File: src/ecp_port_defs.svh
`ifndef ECP_PORT_DEFS_SVH
`define ECP_PORT_DEFS_SVH

`define OFS_DATA 11'h000
`define OFS_DSR 11'h001
`define OFS_DCR 11'h002
`define OFS_FIFO 11'h400
`define OFS_CFGB 11'h401
`define OFS_ECR 11'h402
`define OFS_IRQ_STATUS 11'h403
`define OFS_IRQ_MASK 11'h404

`define MODE_SPP 3'h0
`define MODE_PS2 3'h1
`define MODE_COMPAT 3'h2
`define MODE_ECP 3'h3
`define MODE_TEST 3'h6
`define MODE_CONFIG 3'h7

`define CFGA_VALUE 8'h10
`define DCR_RESET 6'h04
`define MODE_RESET 3'h0
`define ERRN_RESET 1'b1
`define MASK_RESET 3'h0
`define SYNC_IDLE 13'h0500

`define DCR_STROBE 0
`define DCR_AUTOFD 1
`define DCR_INIT 2
`define DCR_SELECT 3
`define DCR_ACKIRQ 4
`define DCR_DIR 5

`define IRQ_FAULT 0
`define IRQ_SERVICE 1
`define IRQ_ACK 2

`define ADDR_FLAG_BIT 7
`define TAG_BIT 8

`define SETUP_NS 80
`define CLK_NS 40
`define SETUP_CYCLES ((`SETUP_NS + `CLK_NS - 1) / `CLK_NS)

`endif

File: src/ecp_port_pkg.sv
package ecp_port_pkg;
	typedef enum logic [2:0] {
		L_IDLE,
		L_SETUP,
		L_STROBE,
		L_HOLD,
		L_REV_WAIT,
		L_REV_ACK
	} link_state_t;
endpackage : ecp_port_pkg

File: src/ecp_port.sv
// Summary of operation
// - port word is always eight bits
// - all fifo views share one 16-byte buffer
// - dma burst channel, forward or reverse
// - expand run-length count into repeated bytes
// - compression optional, not provided here
// - compat mode strobes bytes out automatically
// - forward byte strobed, interlocked with peripheral
// - reverse bytes tagged command or data
// - status, control reachable in every mode; data too, but ecp mode data writes go to the address fifo
// - config b reports assigned irq and dma
// - address fifo bytes queued tagged, forward only
// - status low three bits read zero
`timescale 1ns/10ps
`include "ecp_port_defs.svh"

module ecp_port
	import ecp_port_pkg::*;
#(
	parameter int DEPTH = 16,
	parameter int PTR_W = 4
) (
	input wire logic clk_sys,
	input wire logic rst_n,
	input wire logic [10:0] reg_addr,
	input wire logic [7:0] reg_wdata,
	input wire logic reg_wr,
	input wire logic reg_rd,
	output logic [7:0] reg_rdata,
	input wire logic [2:0] irq_select,
	input wire logic [2:0] dma_select,
	output logic dma_req,
	output logic irq,
	input wire logic [7:0] parallel_data_lines_in,
	output logic [7:0] parallel_data_lines_out,
	output logic parallel_data_lines_oe,
	output logic host_clock_strobe_n,
	output logic host_handshake_line_n,
	output logic direction_request_line_n,
	output logic select_in_line_n,
	input wire logic periph_clock_line_n,
	input wire logic periph_handshake,
	input wire logic periph_fault_line_n,
	input wire logic paper_error_line,
	input wire logic select_line
);

	if (DEPTH != (1 << PTR_W) || PTR_W < 1 || PTR_W > 8) begin : depth_chk
		$error("fifo depth must be two to the pointer width");
	end

	typedef struct packed {
		logic [12:0] sync1;
		logic [12:0] sync2;
		logic fault_q, ack_q, svc_q, err_en_n, dma_en, run_pending, pd_en;
		logic strobe_n, autofd_n, init_n, selin_n;
		logic [7:0] data_reg, rep_left, rep_byte, rdata, pd_o;
		logic [5:0] dcr;
		logic [2:0] mode, irq_status, irq_mask, timer;
		logic [DEPTH-1:0][8:0] mem;
		logic [PTR_W-1:0] wr_ptr, rd_ptr;
		logic [PTR_W:0] count;
		link_state_t link;
		logic [8:0] out_entry;
		logic [6:0] run_count;
	} state_t;

	state_t s, n;

	logic [7:0] pd_s;
	logic ack_n_s, busy_s, fault_n_s, paper_error_line_s, select_s;
	logic fifo_full, fifo_empty, link_mode, fwd;
	logic push, pop, flush, clr_status, svc_cond;
	logic [8:0] push_data;
	logic [2:0] set_bits;

	function automatic logic is_link_mode(input logic [2:0] m);
		return m == `MODE_COMPAT || m == `MODE_ECP;
	endfunction : is_link_mode

	// only the second stage is ever read
	assign {select_s, paper_error_line_s, fault_n_s, busy_s, ack_n_s, pd_s} = s.sync2;

	assign fifo_full = s.count == (PTR_W+1)'(DEPTH);
	assign fifo_empty = s.count == '0;
	assign link_mode = is_link_mode(s.mode);
	assign fwd = !s.dcr[`DCR_DIR];

	assign dma_req = s.dma_en && link_mode
		&& (fwd ? !fifo_full : !fifo_empty);
	assign irq = |(s.irq_status & s.irq_mask);
	assign svc_cond = !s.dma_en && link_mode
		&& (fwd ? fifo_empty : !fifo_empty);

	always_comb begin
		n = s;
		push = 1'b0;
		pop = 1'b0;
		flush = 1'b0;
		push_data = '0;
		clr_status = 1'b0;
		n.sync1 = {select_line, paper_error_line, periph_fault_line_n,
			periph_handshake, periph_clock_line_n, parallel_data_lines_in};
		n.sync2 = s.sync1;
		n.fault_q = fault_n_s;
		n.ack_q = ack_n_s;
		n.svc_q = svc_cond;
		n.rdata = 8'h00;

		if (reg_wr) begin
			unique case (reg_addr)
				`OFS_DATA: begin
					if (s.mode == `MODE_ECP) begin
						// forward only; ignored in reverse or when full
						if (fwd && !fifo_full) begin
							push = 1'b1;
							push_data = {1'b1, reg_wdata};
						end
					end else begin
						n.data_reg = reg_wdata;
					end
				end
				`OFS_DCR: n.dcr = reg_wdata[5:0];
				`OFS_FIFO: begin
					if (((link_mode && fwd) || s.mode == `MODE_TEST)
						&& !fifo_full) begin
						push = 1'b1;
						push_data = {1'b0, reg_wdata};
					end
				end
				`OFS_ECR: begin
					n.mode = reg_wdata[7:5];
					n.err_en_n = reg_wdata[4];
					n.dma_en = reg_wdata[3];
					flush = reg_wdata[7:5] == `MODE_SPP
						|| reg_wdata[7:5] == `MODE_PS2;
				end
				`OFS_IRQ_MASK: n.irq_mask = reg_wdata[2:0];
				default: ;
			endcase
		end

		if (reg_rd) begin
			unique case (reg_addr)
				`OFS_DATA: n.rdata = pd_s;
				`OFS_DSR: n.rdata = {!busy_s, ack_n_s, paper_error_line_s, select_s,
					fault_n_s, 3'h0};
				`OFS_DCR: n.rdata = {2'h0, s.dcr};
				`OFS_FIFO: begin
					if (s.mode == `MODE_CONFIG) begin
						n.rdata = `CFGA_VALUE;
					end else if (((s.mode == `MODE_ECP && !fwd)
						|| s.mode == `MODE_TEST) && !fifo_empty) begin
						pop = 1'b1;
						n.rdata = s.mem[s.rd_ptr][7:0];
					end
				end
				// compress bit stays low: no hardware compression
				`OFS_CFGB: n.rdata = {1'b0, irq, irq_select,
					dma_select};
				`OFS_ECR: n.rdata = {s.mode, s.err_en_n, s.dma_en,
					s.irq_status[`IRQ_SERVICE], fifo_full,
					fifo_empty};
				`OFS_IRQ_STATUS: begin
					n.rdata = {5'h00, s.irq_status};
					clr_status = 1'b1;
				end
				`OFS_IRQ_MASK: n.rdata = {5'h00, s.irq_mask};
				default: ;
			endcase
		end

		unique case (s.link)
			L_IDLE: begin
				if (link_mode && fwd) begin
					if (!fifo_empty && !busy_s) begin
						pop = 1'b1;
						n.out_entry = s.mem[s.rd_ptr];
						n.timer = 3'(`SETUP_CYCLES);
						n.link = L_SETUP;
					end
				end else if (s.mode == `MODE_ECP && !fwd && !fifo_full
					&& s.rep_left == 8'h00) begin
					n.link = L_REV_WAIT;
				end
			end
			// data settles on the lines before the strobe falls
			L_SETUP: begin
				if (s.timer <= 3'h1) begin
					n.link = L_STROBE;
				end else begin
					n.timer = s.timer - 3'h1;
				end
			end
			L_STROBE: begin
				if (busy_s) begin
					n.link = L_HOLD;
				end
			end
			L_HOLD: begin
				if (!busy_s) begin
					n.link = L_IDLE;
				end
			end
			L_REV_WAIT: begin
				if (s.mode != `MODE_ECP || fwd) begin
					n.link = L_IDLE;
				end else if (!ack_n_s) begin
					n.link = L_REV_ACK;
					if (!busy_s && !pd_s[`ADDR_FLAG_BIT]) begin
						n.run_count = pd_s[6:0];
						n.run_pending = 1'b1;
					end else if (busy_s && s.run_pending) begin
						n.rep_left = {1'b0, s.run_count} + 8'h01;
						n.rep_byte = pd_s;
						n.run_pending = 1'b0;
					end else begin
						push = 1'b1;
						push_data = {!busy_s, pd_s};
					end
				end
			end
			L_REV_ACK: begin
				if (ack_n_s) begin
					n.link = L_IDLE;
				end
			end
			default: n.link = L_IDLE;
		endcase

		// a run is written one byte a cycle as room appears
		if (s.rep_left != 8'h00 && !fifo_full && !push) begin
			push = 1'b1;
			push_data = {1'b0, s.rep_byte};
			n.rep_left = s.rep_left - 8'h01;
		end

		if (push) begin
			n.mem[s.wr_ptr] = push_data;
			n.wr_ptr = s.wr_ptr + 1'b1;
		end
		if (pop) begin
			n.rd_ptr = s.rd_ptr + 1'b1;
		end
		n.count = s.count + (PTR_W+1)'(push) - (PTR_W+1)'(pop);
		if (flush) begin
			n.count = '0;
			n.wr_ptr = '0;
			n.rd_ptr = '0;
			n.link = L_IDLE;
			n.rep_left = 8'h00;
			n.run_pending = 1'b0;
		end

		// set wins over the read clear
		set_bits = 3'h0;
		set_bits[`IRQ_FAULT] = s.fault_q && !fault_n_s && !s.err_en_n;
		set_bits[`IRQ_SERVICE] = svc_cond && !s.svc_q;
		set_bits[`IRQ_ACK] = !s.ack_q && ack_n_s && s.dcr[`DCR_ACKIRQ];
		n.irq_status = (clr_status ? 3'h0 : s.irq_status) | set_bits;

		if (is_link_mode(n.mode)) begin
			n.strobe_n = n.link != L_STROBE;
			n.pd_o = n.out_entry[7:0];
		end else begin
			n.strobe_n = !n.dcr[`DCR_STROBE];
			n.pd_o = n.data_reg;
		end
		if (n.mode == `MODE_ECP) begin
			// low marks a command byte going out; in reverse, ready
			n.autofd_n = n.dcr[`DCR_DIR] ? n.link != L_REV_WAIT
				: !n.out_entry[`TAG_BIT];
			n.init_n = !n.dcr[`DCR_DIR];
			n.selin_n = 1'b1;
		end else begin
			n.autofd_n = !n.dcr[`DCR_AUTOFD];
			n.init_n = n.dcr[`DCR_INIT];
			n.selin_n = !n.dcr[`DCR_SELECT];
		end
		n.pd_en = !n.dcr[`DCR_DIR] || n.mode == `MODE_SPP;
	end

	always_ff @(posedge clk_sys) begin
		if (!rst_n) begin
			s <= '0;
			// idle pin levels, so no false edge follows reset
			s.sync1 <= `SYNC_IDLE;
			s.sync2 <= `SYNC_IDLE;
			s.dcr <= `DCR_RESET;
			s.mode <= `MODE_RESET;
			s.err_en_n <= `ERRN_RESET;
			s.irq_mask <= `MASK_RESET;
			s.strobe_n <= 1'b1;
			s.autofd_n <= 1'b1;
			s.init_n <= 1'b1;
			s.selin_n <= 1'b1;
			s.fault_q <= 1'b1;
			s.ack_q <= 1'b1;
		end else begin
			s <= n;
		end
	end

	assign reg_rdata = s.rdata;
	assign parallel_data_lines_out = s.pd_o;
	assign parallel_data_lines_oe = s.pd_en;
	assign host_clock_strobe_n = s.strobe_n;
	assign host_handshake_line_n = s.autofd_n;
	assign direction_request_line_n = s.init_n;
	assign select_in_line_n = s.selin_n;
endmodule : ecp_port

File: config.mk
export PLATFORM = sky130hd
export DESIGN_NAME = ecp_port
export DESIGN_NICKNAME = d
export VERILOG_FILES = /design/src/ecp_port_pkg.sv /design/src/ecp_port.sv
export VERILOG_INCLUDE_DIRS = /design/src
export SDC_FILE = /design/constraint.sdc
export NUM_CORES = 1
export LEC_CHECK = 0
export ABC_AREA = 1
export BUFFER_PORTS_ARGS = -buffer_cell sky130_fd_sc_hd__buf_4
export CORE_MARGIN = 1
export CORE_UTILIZATION = 25
export DETAILED_ROUTE_END_ITERATION = 8
export GPL_TIMING_DRIVEN = 1
export SLEW_MARGIN = 25
export SYNTH_ARGS = -nofsm -noshare
export SYNTH_HDL_FRONTEND = slang
export SYNTH_SLANG_ARGS = --single-unit
File: constraint.sdc
create_clock -name clk_sys -period 3.6 [get_ports clk_sys]
set_input_delay 0.18 -clock clk_sys [delete_from_list [all_inputs] [get_ports clk_sys]]
set_output_delay 0.18 -clock clk_sys [all_outputs]
set_load 0.03 [all_outputs]
==> implementation parameters <==
Parameter                              Value

Floorplan
  Die span in x    229 um
  Die Outline Area    52,440 sq um
  Initial Utilization    25.52%
  Standard cell core area    50,480 sq um
  Vertical die dimension    ~230 um
  Number of top-level pins    65
  Placement Rows    82

STA
  Clock tree skew after final layout    approximately 24 ps
  Max-slew headroom    between 30% and 40%
  Transition time at the pin with the least slew margin    around 960 ps
  Count of endpoints failing setup in the final report    0
  Period utilisation layout    a little over four fifths
  Unrepaired setup endpoints after global routing    no
  Fin Setup TNS    0 ps
  Max Clk Rate    330.2 MHz
  Max-slew violations    0
  Min Clock Period, post-route    3029 ps
  Hold Vio Cnt, Final    0

Cells and area
  Filler instances    5,522
  Number of nets in the final layout    1,950
  Layout Area Growth over Synthesis    16.33%
  Most common cell after layout, fill and taps aside    nand2_1
  Most used cells in the layout excluding fill and tap cells    429 x nand2_1, 308 x nor2_1, 269 x dfxtp_1
  Ratio of cells with drive above 1 in the final layout    between 10% and 20%
  Number of diodes    0

Routing
  First drt pass iteration count    6
  Remaining DRCs    0
  Routed via count    12,160
  Routed wire per std cell    15.22 um
  Routed via count divided by cell count    4.705
  Number of nets with antenna violations after detailed routing    0
  Starting DRT DRC Count    1,220
  Post-detailed-routing wire length    39,330 um

Worst setup path
  Arrival time reported for the critical path endpoint    3530 ps
  Critical path required time    4110 ps
  Critical path startpoint category    register
  Register-to-register setup slack    570 ps
  Worst Setup End Kind    register
  Kind of critical path    register to register
  Termination of the worst setup path    s[23]$_SDFF_PP0_
  Crit path launch    s[186]$_SDFF_PN0_
  Worst r2r dst    s[23]$_SDFF_PP0_
  R2r worst-path depth    17
  Launching point of the worst reg2reg path    s[186]$_SDFF_PN0_
  Largest driver fanout on the critical path    15

Global route
  GRT Util Overall    14.65%
  Number of global-route vias before repair    11,230
  Pin count of the biggest net entering global routing    between 70 and 80
  Residual overflow from global routing    0
  Number of antenna violations at the first check in global routing    0
  Wire length of the first global-routing pass    62,440 um

Run
  Max Cap Viol    0

Power and ir drop
  Net switching fraction of the power    31.65%
  Internal cell power    approximately 0.0055 W
  Maximum VDD drop    0.3710 mV
  Net switching power    0.002557 W
  Clock network fraction of total power    38.7%
  Share of total power in sequential cells    between 40 and 50%
  Total chip power    0.008079 W
  Pwr dens    539.1 nW/um^2
  Leak    about 6.2 nW
  Share of power burned in combinational logic    20.9%

Worst hold path
  Hold/Removal Path Class    input port to register

Synth
  Top_reg_cell synth    dfxtp_1
  Syn Area/Cell    6.896 sq um
  Flop and latch count out of synthesis    271
  Share of flip-flops with an asynchronous set or reset    0%
  Gate Count Post-Synth    between 1,500 and 2,000
  Number of enable-type register cells in the synthesized netlist    0
  Top post-synthesis cells by area    dfxtp_1 42%, nand2_1 13%, nor2_1 9.0%
  Netlist area before placement    roughly 13,000 sq um
  Post-Syn Nets    1,927
  Library cell occupying the most area in the post-synthesis netlist    dfxtp_1
  YS warnings    0
  Portion of synthesized cell area occupied by the leading cell type    42.11%
  Share of synthesized area occupied by flip-flops and latches    42.11%
  Number of distinct library cells after synthesis    50

Placed design
  Count of buffers inserted at the top-level ports    64
  Routability Congestion    0.9201
  Dpl hpwl    26,760 um

CTS
  Clk pin slew, worst setup/hold paths    60 ps
  Master cell of the clock root buffer    clkbuf_16
  CTS tree    built
  Total setup buffers inserted after CTS    0
  PostCTS Resize Cnt    0
  Max clock buf depth    3
  Insertion delay of the later-clocked pin in the worst-skew pair    570 ps
  Total CTS buffers    29
  Number of sinks driven by the clock tree    271
  CTS H-Tree Depth    1

Status
  Result of the run    complete, no violations
==> power groups by stage <==
stage	logic [W]	clock network [W]	registers [W]
6_report	0.00169	0.00313	0.00326
5_1_grt	0.00191	0.00331	0.00328
4_1_cts	0.00169	0.00317	0.00326
2_1_floorplan	0.00133	0	0.00331
3_5_place_dp	0.00166	0	0.00333
3_3_place_gp	0.00162	0	0.00332
==> flip-flops by register name, indices dropped and copies added, names as in the netlist <==
signal                    count
paper_error_line_s            1
s                           225
parallel_data_lines_oe        1
n                            13
pd_s                          8
fault_n_s                     1
busy_s                        1
direction_request_line_n      1
select_in_line_n              1
ack_n_s                       1
reg_rdata                     8
parallel_data_lines_out       8
host_clock_strobe_n           1
host_handshake_line_n         1
==> critical path: stages, from the launching register on <==
cell and delay, ps:
dfxtp_1 410, nand2_2 100, nor2_4 190, nand3_2 130, nor2_4 150, nand2_2 220
nand4_2 190, inv_1 120, ha_1 300, inv_1 50, ha_1 150, inv_1 50
fa_1 370, nor2_1 150, nor2_1 60, nor2_1 100, o21ai_0 80, a21oi_1 140
==> repair_timing <==
action / 4_1_cts / 5_1_grt
setup endpoints to repair: 0 / 0
endpoints found under the hold margin: 26 / 0
hold buffers: 23 / 0
==> how the worst min path moves through the flow <==
stage | cells past startpoint | end | start | slack, ps
after floorplan | 2 | n[245]$_SDFF_PN0_ | parallel_data_lines_in[0] | 280
after global placement | 3 | n[246]$_SDFF_PN0_ | parallel_data_lines_in[1] | 360
after detailed placement | 3 | n[246]$_SDFF_PN0_ | parallel_data_lines_in[1] | 360
after CTS | 3 | s[186]$_SDFF_PN0_ | reg_wdata[6] | 20
after global routing | 3 | s[186]$_SDFF_PN0_ | reg_wdata[6] | 40
final | 3 | s[193]$_SDFF_PN0_ | reg_wdata[5] | 30
==> cell families (layout without fill, tap and decap cells) <==
logic type                 count (synthesis)  in the layout  synth area share [%]
xor gates and xnor gates                   8              8                0.5439
and+or+nand+nor                          905            905                 29.77
adders and majority gates                 17             17                 1.709
buffers and inverters                    284            329                 9.751
DFF                                      271            271                 42.11
AOI/OAI and AO/OA                        383            383                 16.11
==> layer usage <==
layer	share of wire, %	global-route usage [%]	vias up
li1	-	-	6037
met1	46	20.34	5617
met2	45	23.35	425
met3	6.2	1.942	83
met4	3.3	4.667	0
met5	0	0	-
==> cells in the mapped netlist (2+ instances only) <==
library cell,number
a211oi_1,4
a21oi_1,171
and3_1,2
buf_1,6
buf_2,9
buf_4,29
buf_6,7
clkbuf_1,59
clkinv_1,2
dfxtp_1,271
ha_1,16
inv_1,150
inv_2,20
nand2_1,429
nand2_2,9
nand2_4,16
nand3_1,89
nand3_2,2
nand4_1,15
nor2_1,308
nor2_4,6
nor3_1,13
nor3b_1,2
o211ai_1,37
o21ai_0,138
o21ai_1,11
o221ai_1,2
o22ai_1,10
o31ai_1,2
or2_2,7
xor2_1,7
==> stage by stage <==
step                      setup WS, ps  util, %  hold slack (ps)  instances  instance area (sq um)
after global routing             237.9    29.69            36.65       2585                  14990
after floorplan                  622.2        -            277.6       1868                  12880
after CTS                        588.1    29.69            15.06       2585                  14990
final                            571.4    29.69            32.35       2585                  14990
after detailed placement         613.5    27.26            364.4       2509                  13760
after global placement           657.6    27.26            361.1       2509                  13760
==> cell type report <==
cell class / instances / area [sq um] / area share (%)
Tap cell: 672 / 840.8 / 5.611
Clock inverter: 12 / 156.4 / 1.044
Multi-Input combinational cell: 1313 / 6210 / 41.44
Sequential cell: 271 / 5428 / 36.22
Clock buffer: 41 / 840.8 / 5.611
Timing Repair Buffer: 104 / 863.3 / 5.761
Inverter: 172 / 646.9 / 4.317
Power figures use the tool's default switching activity.
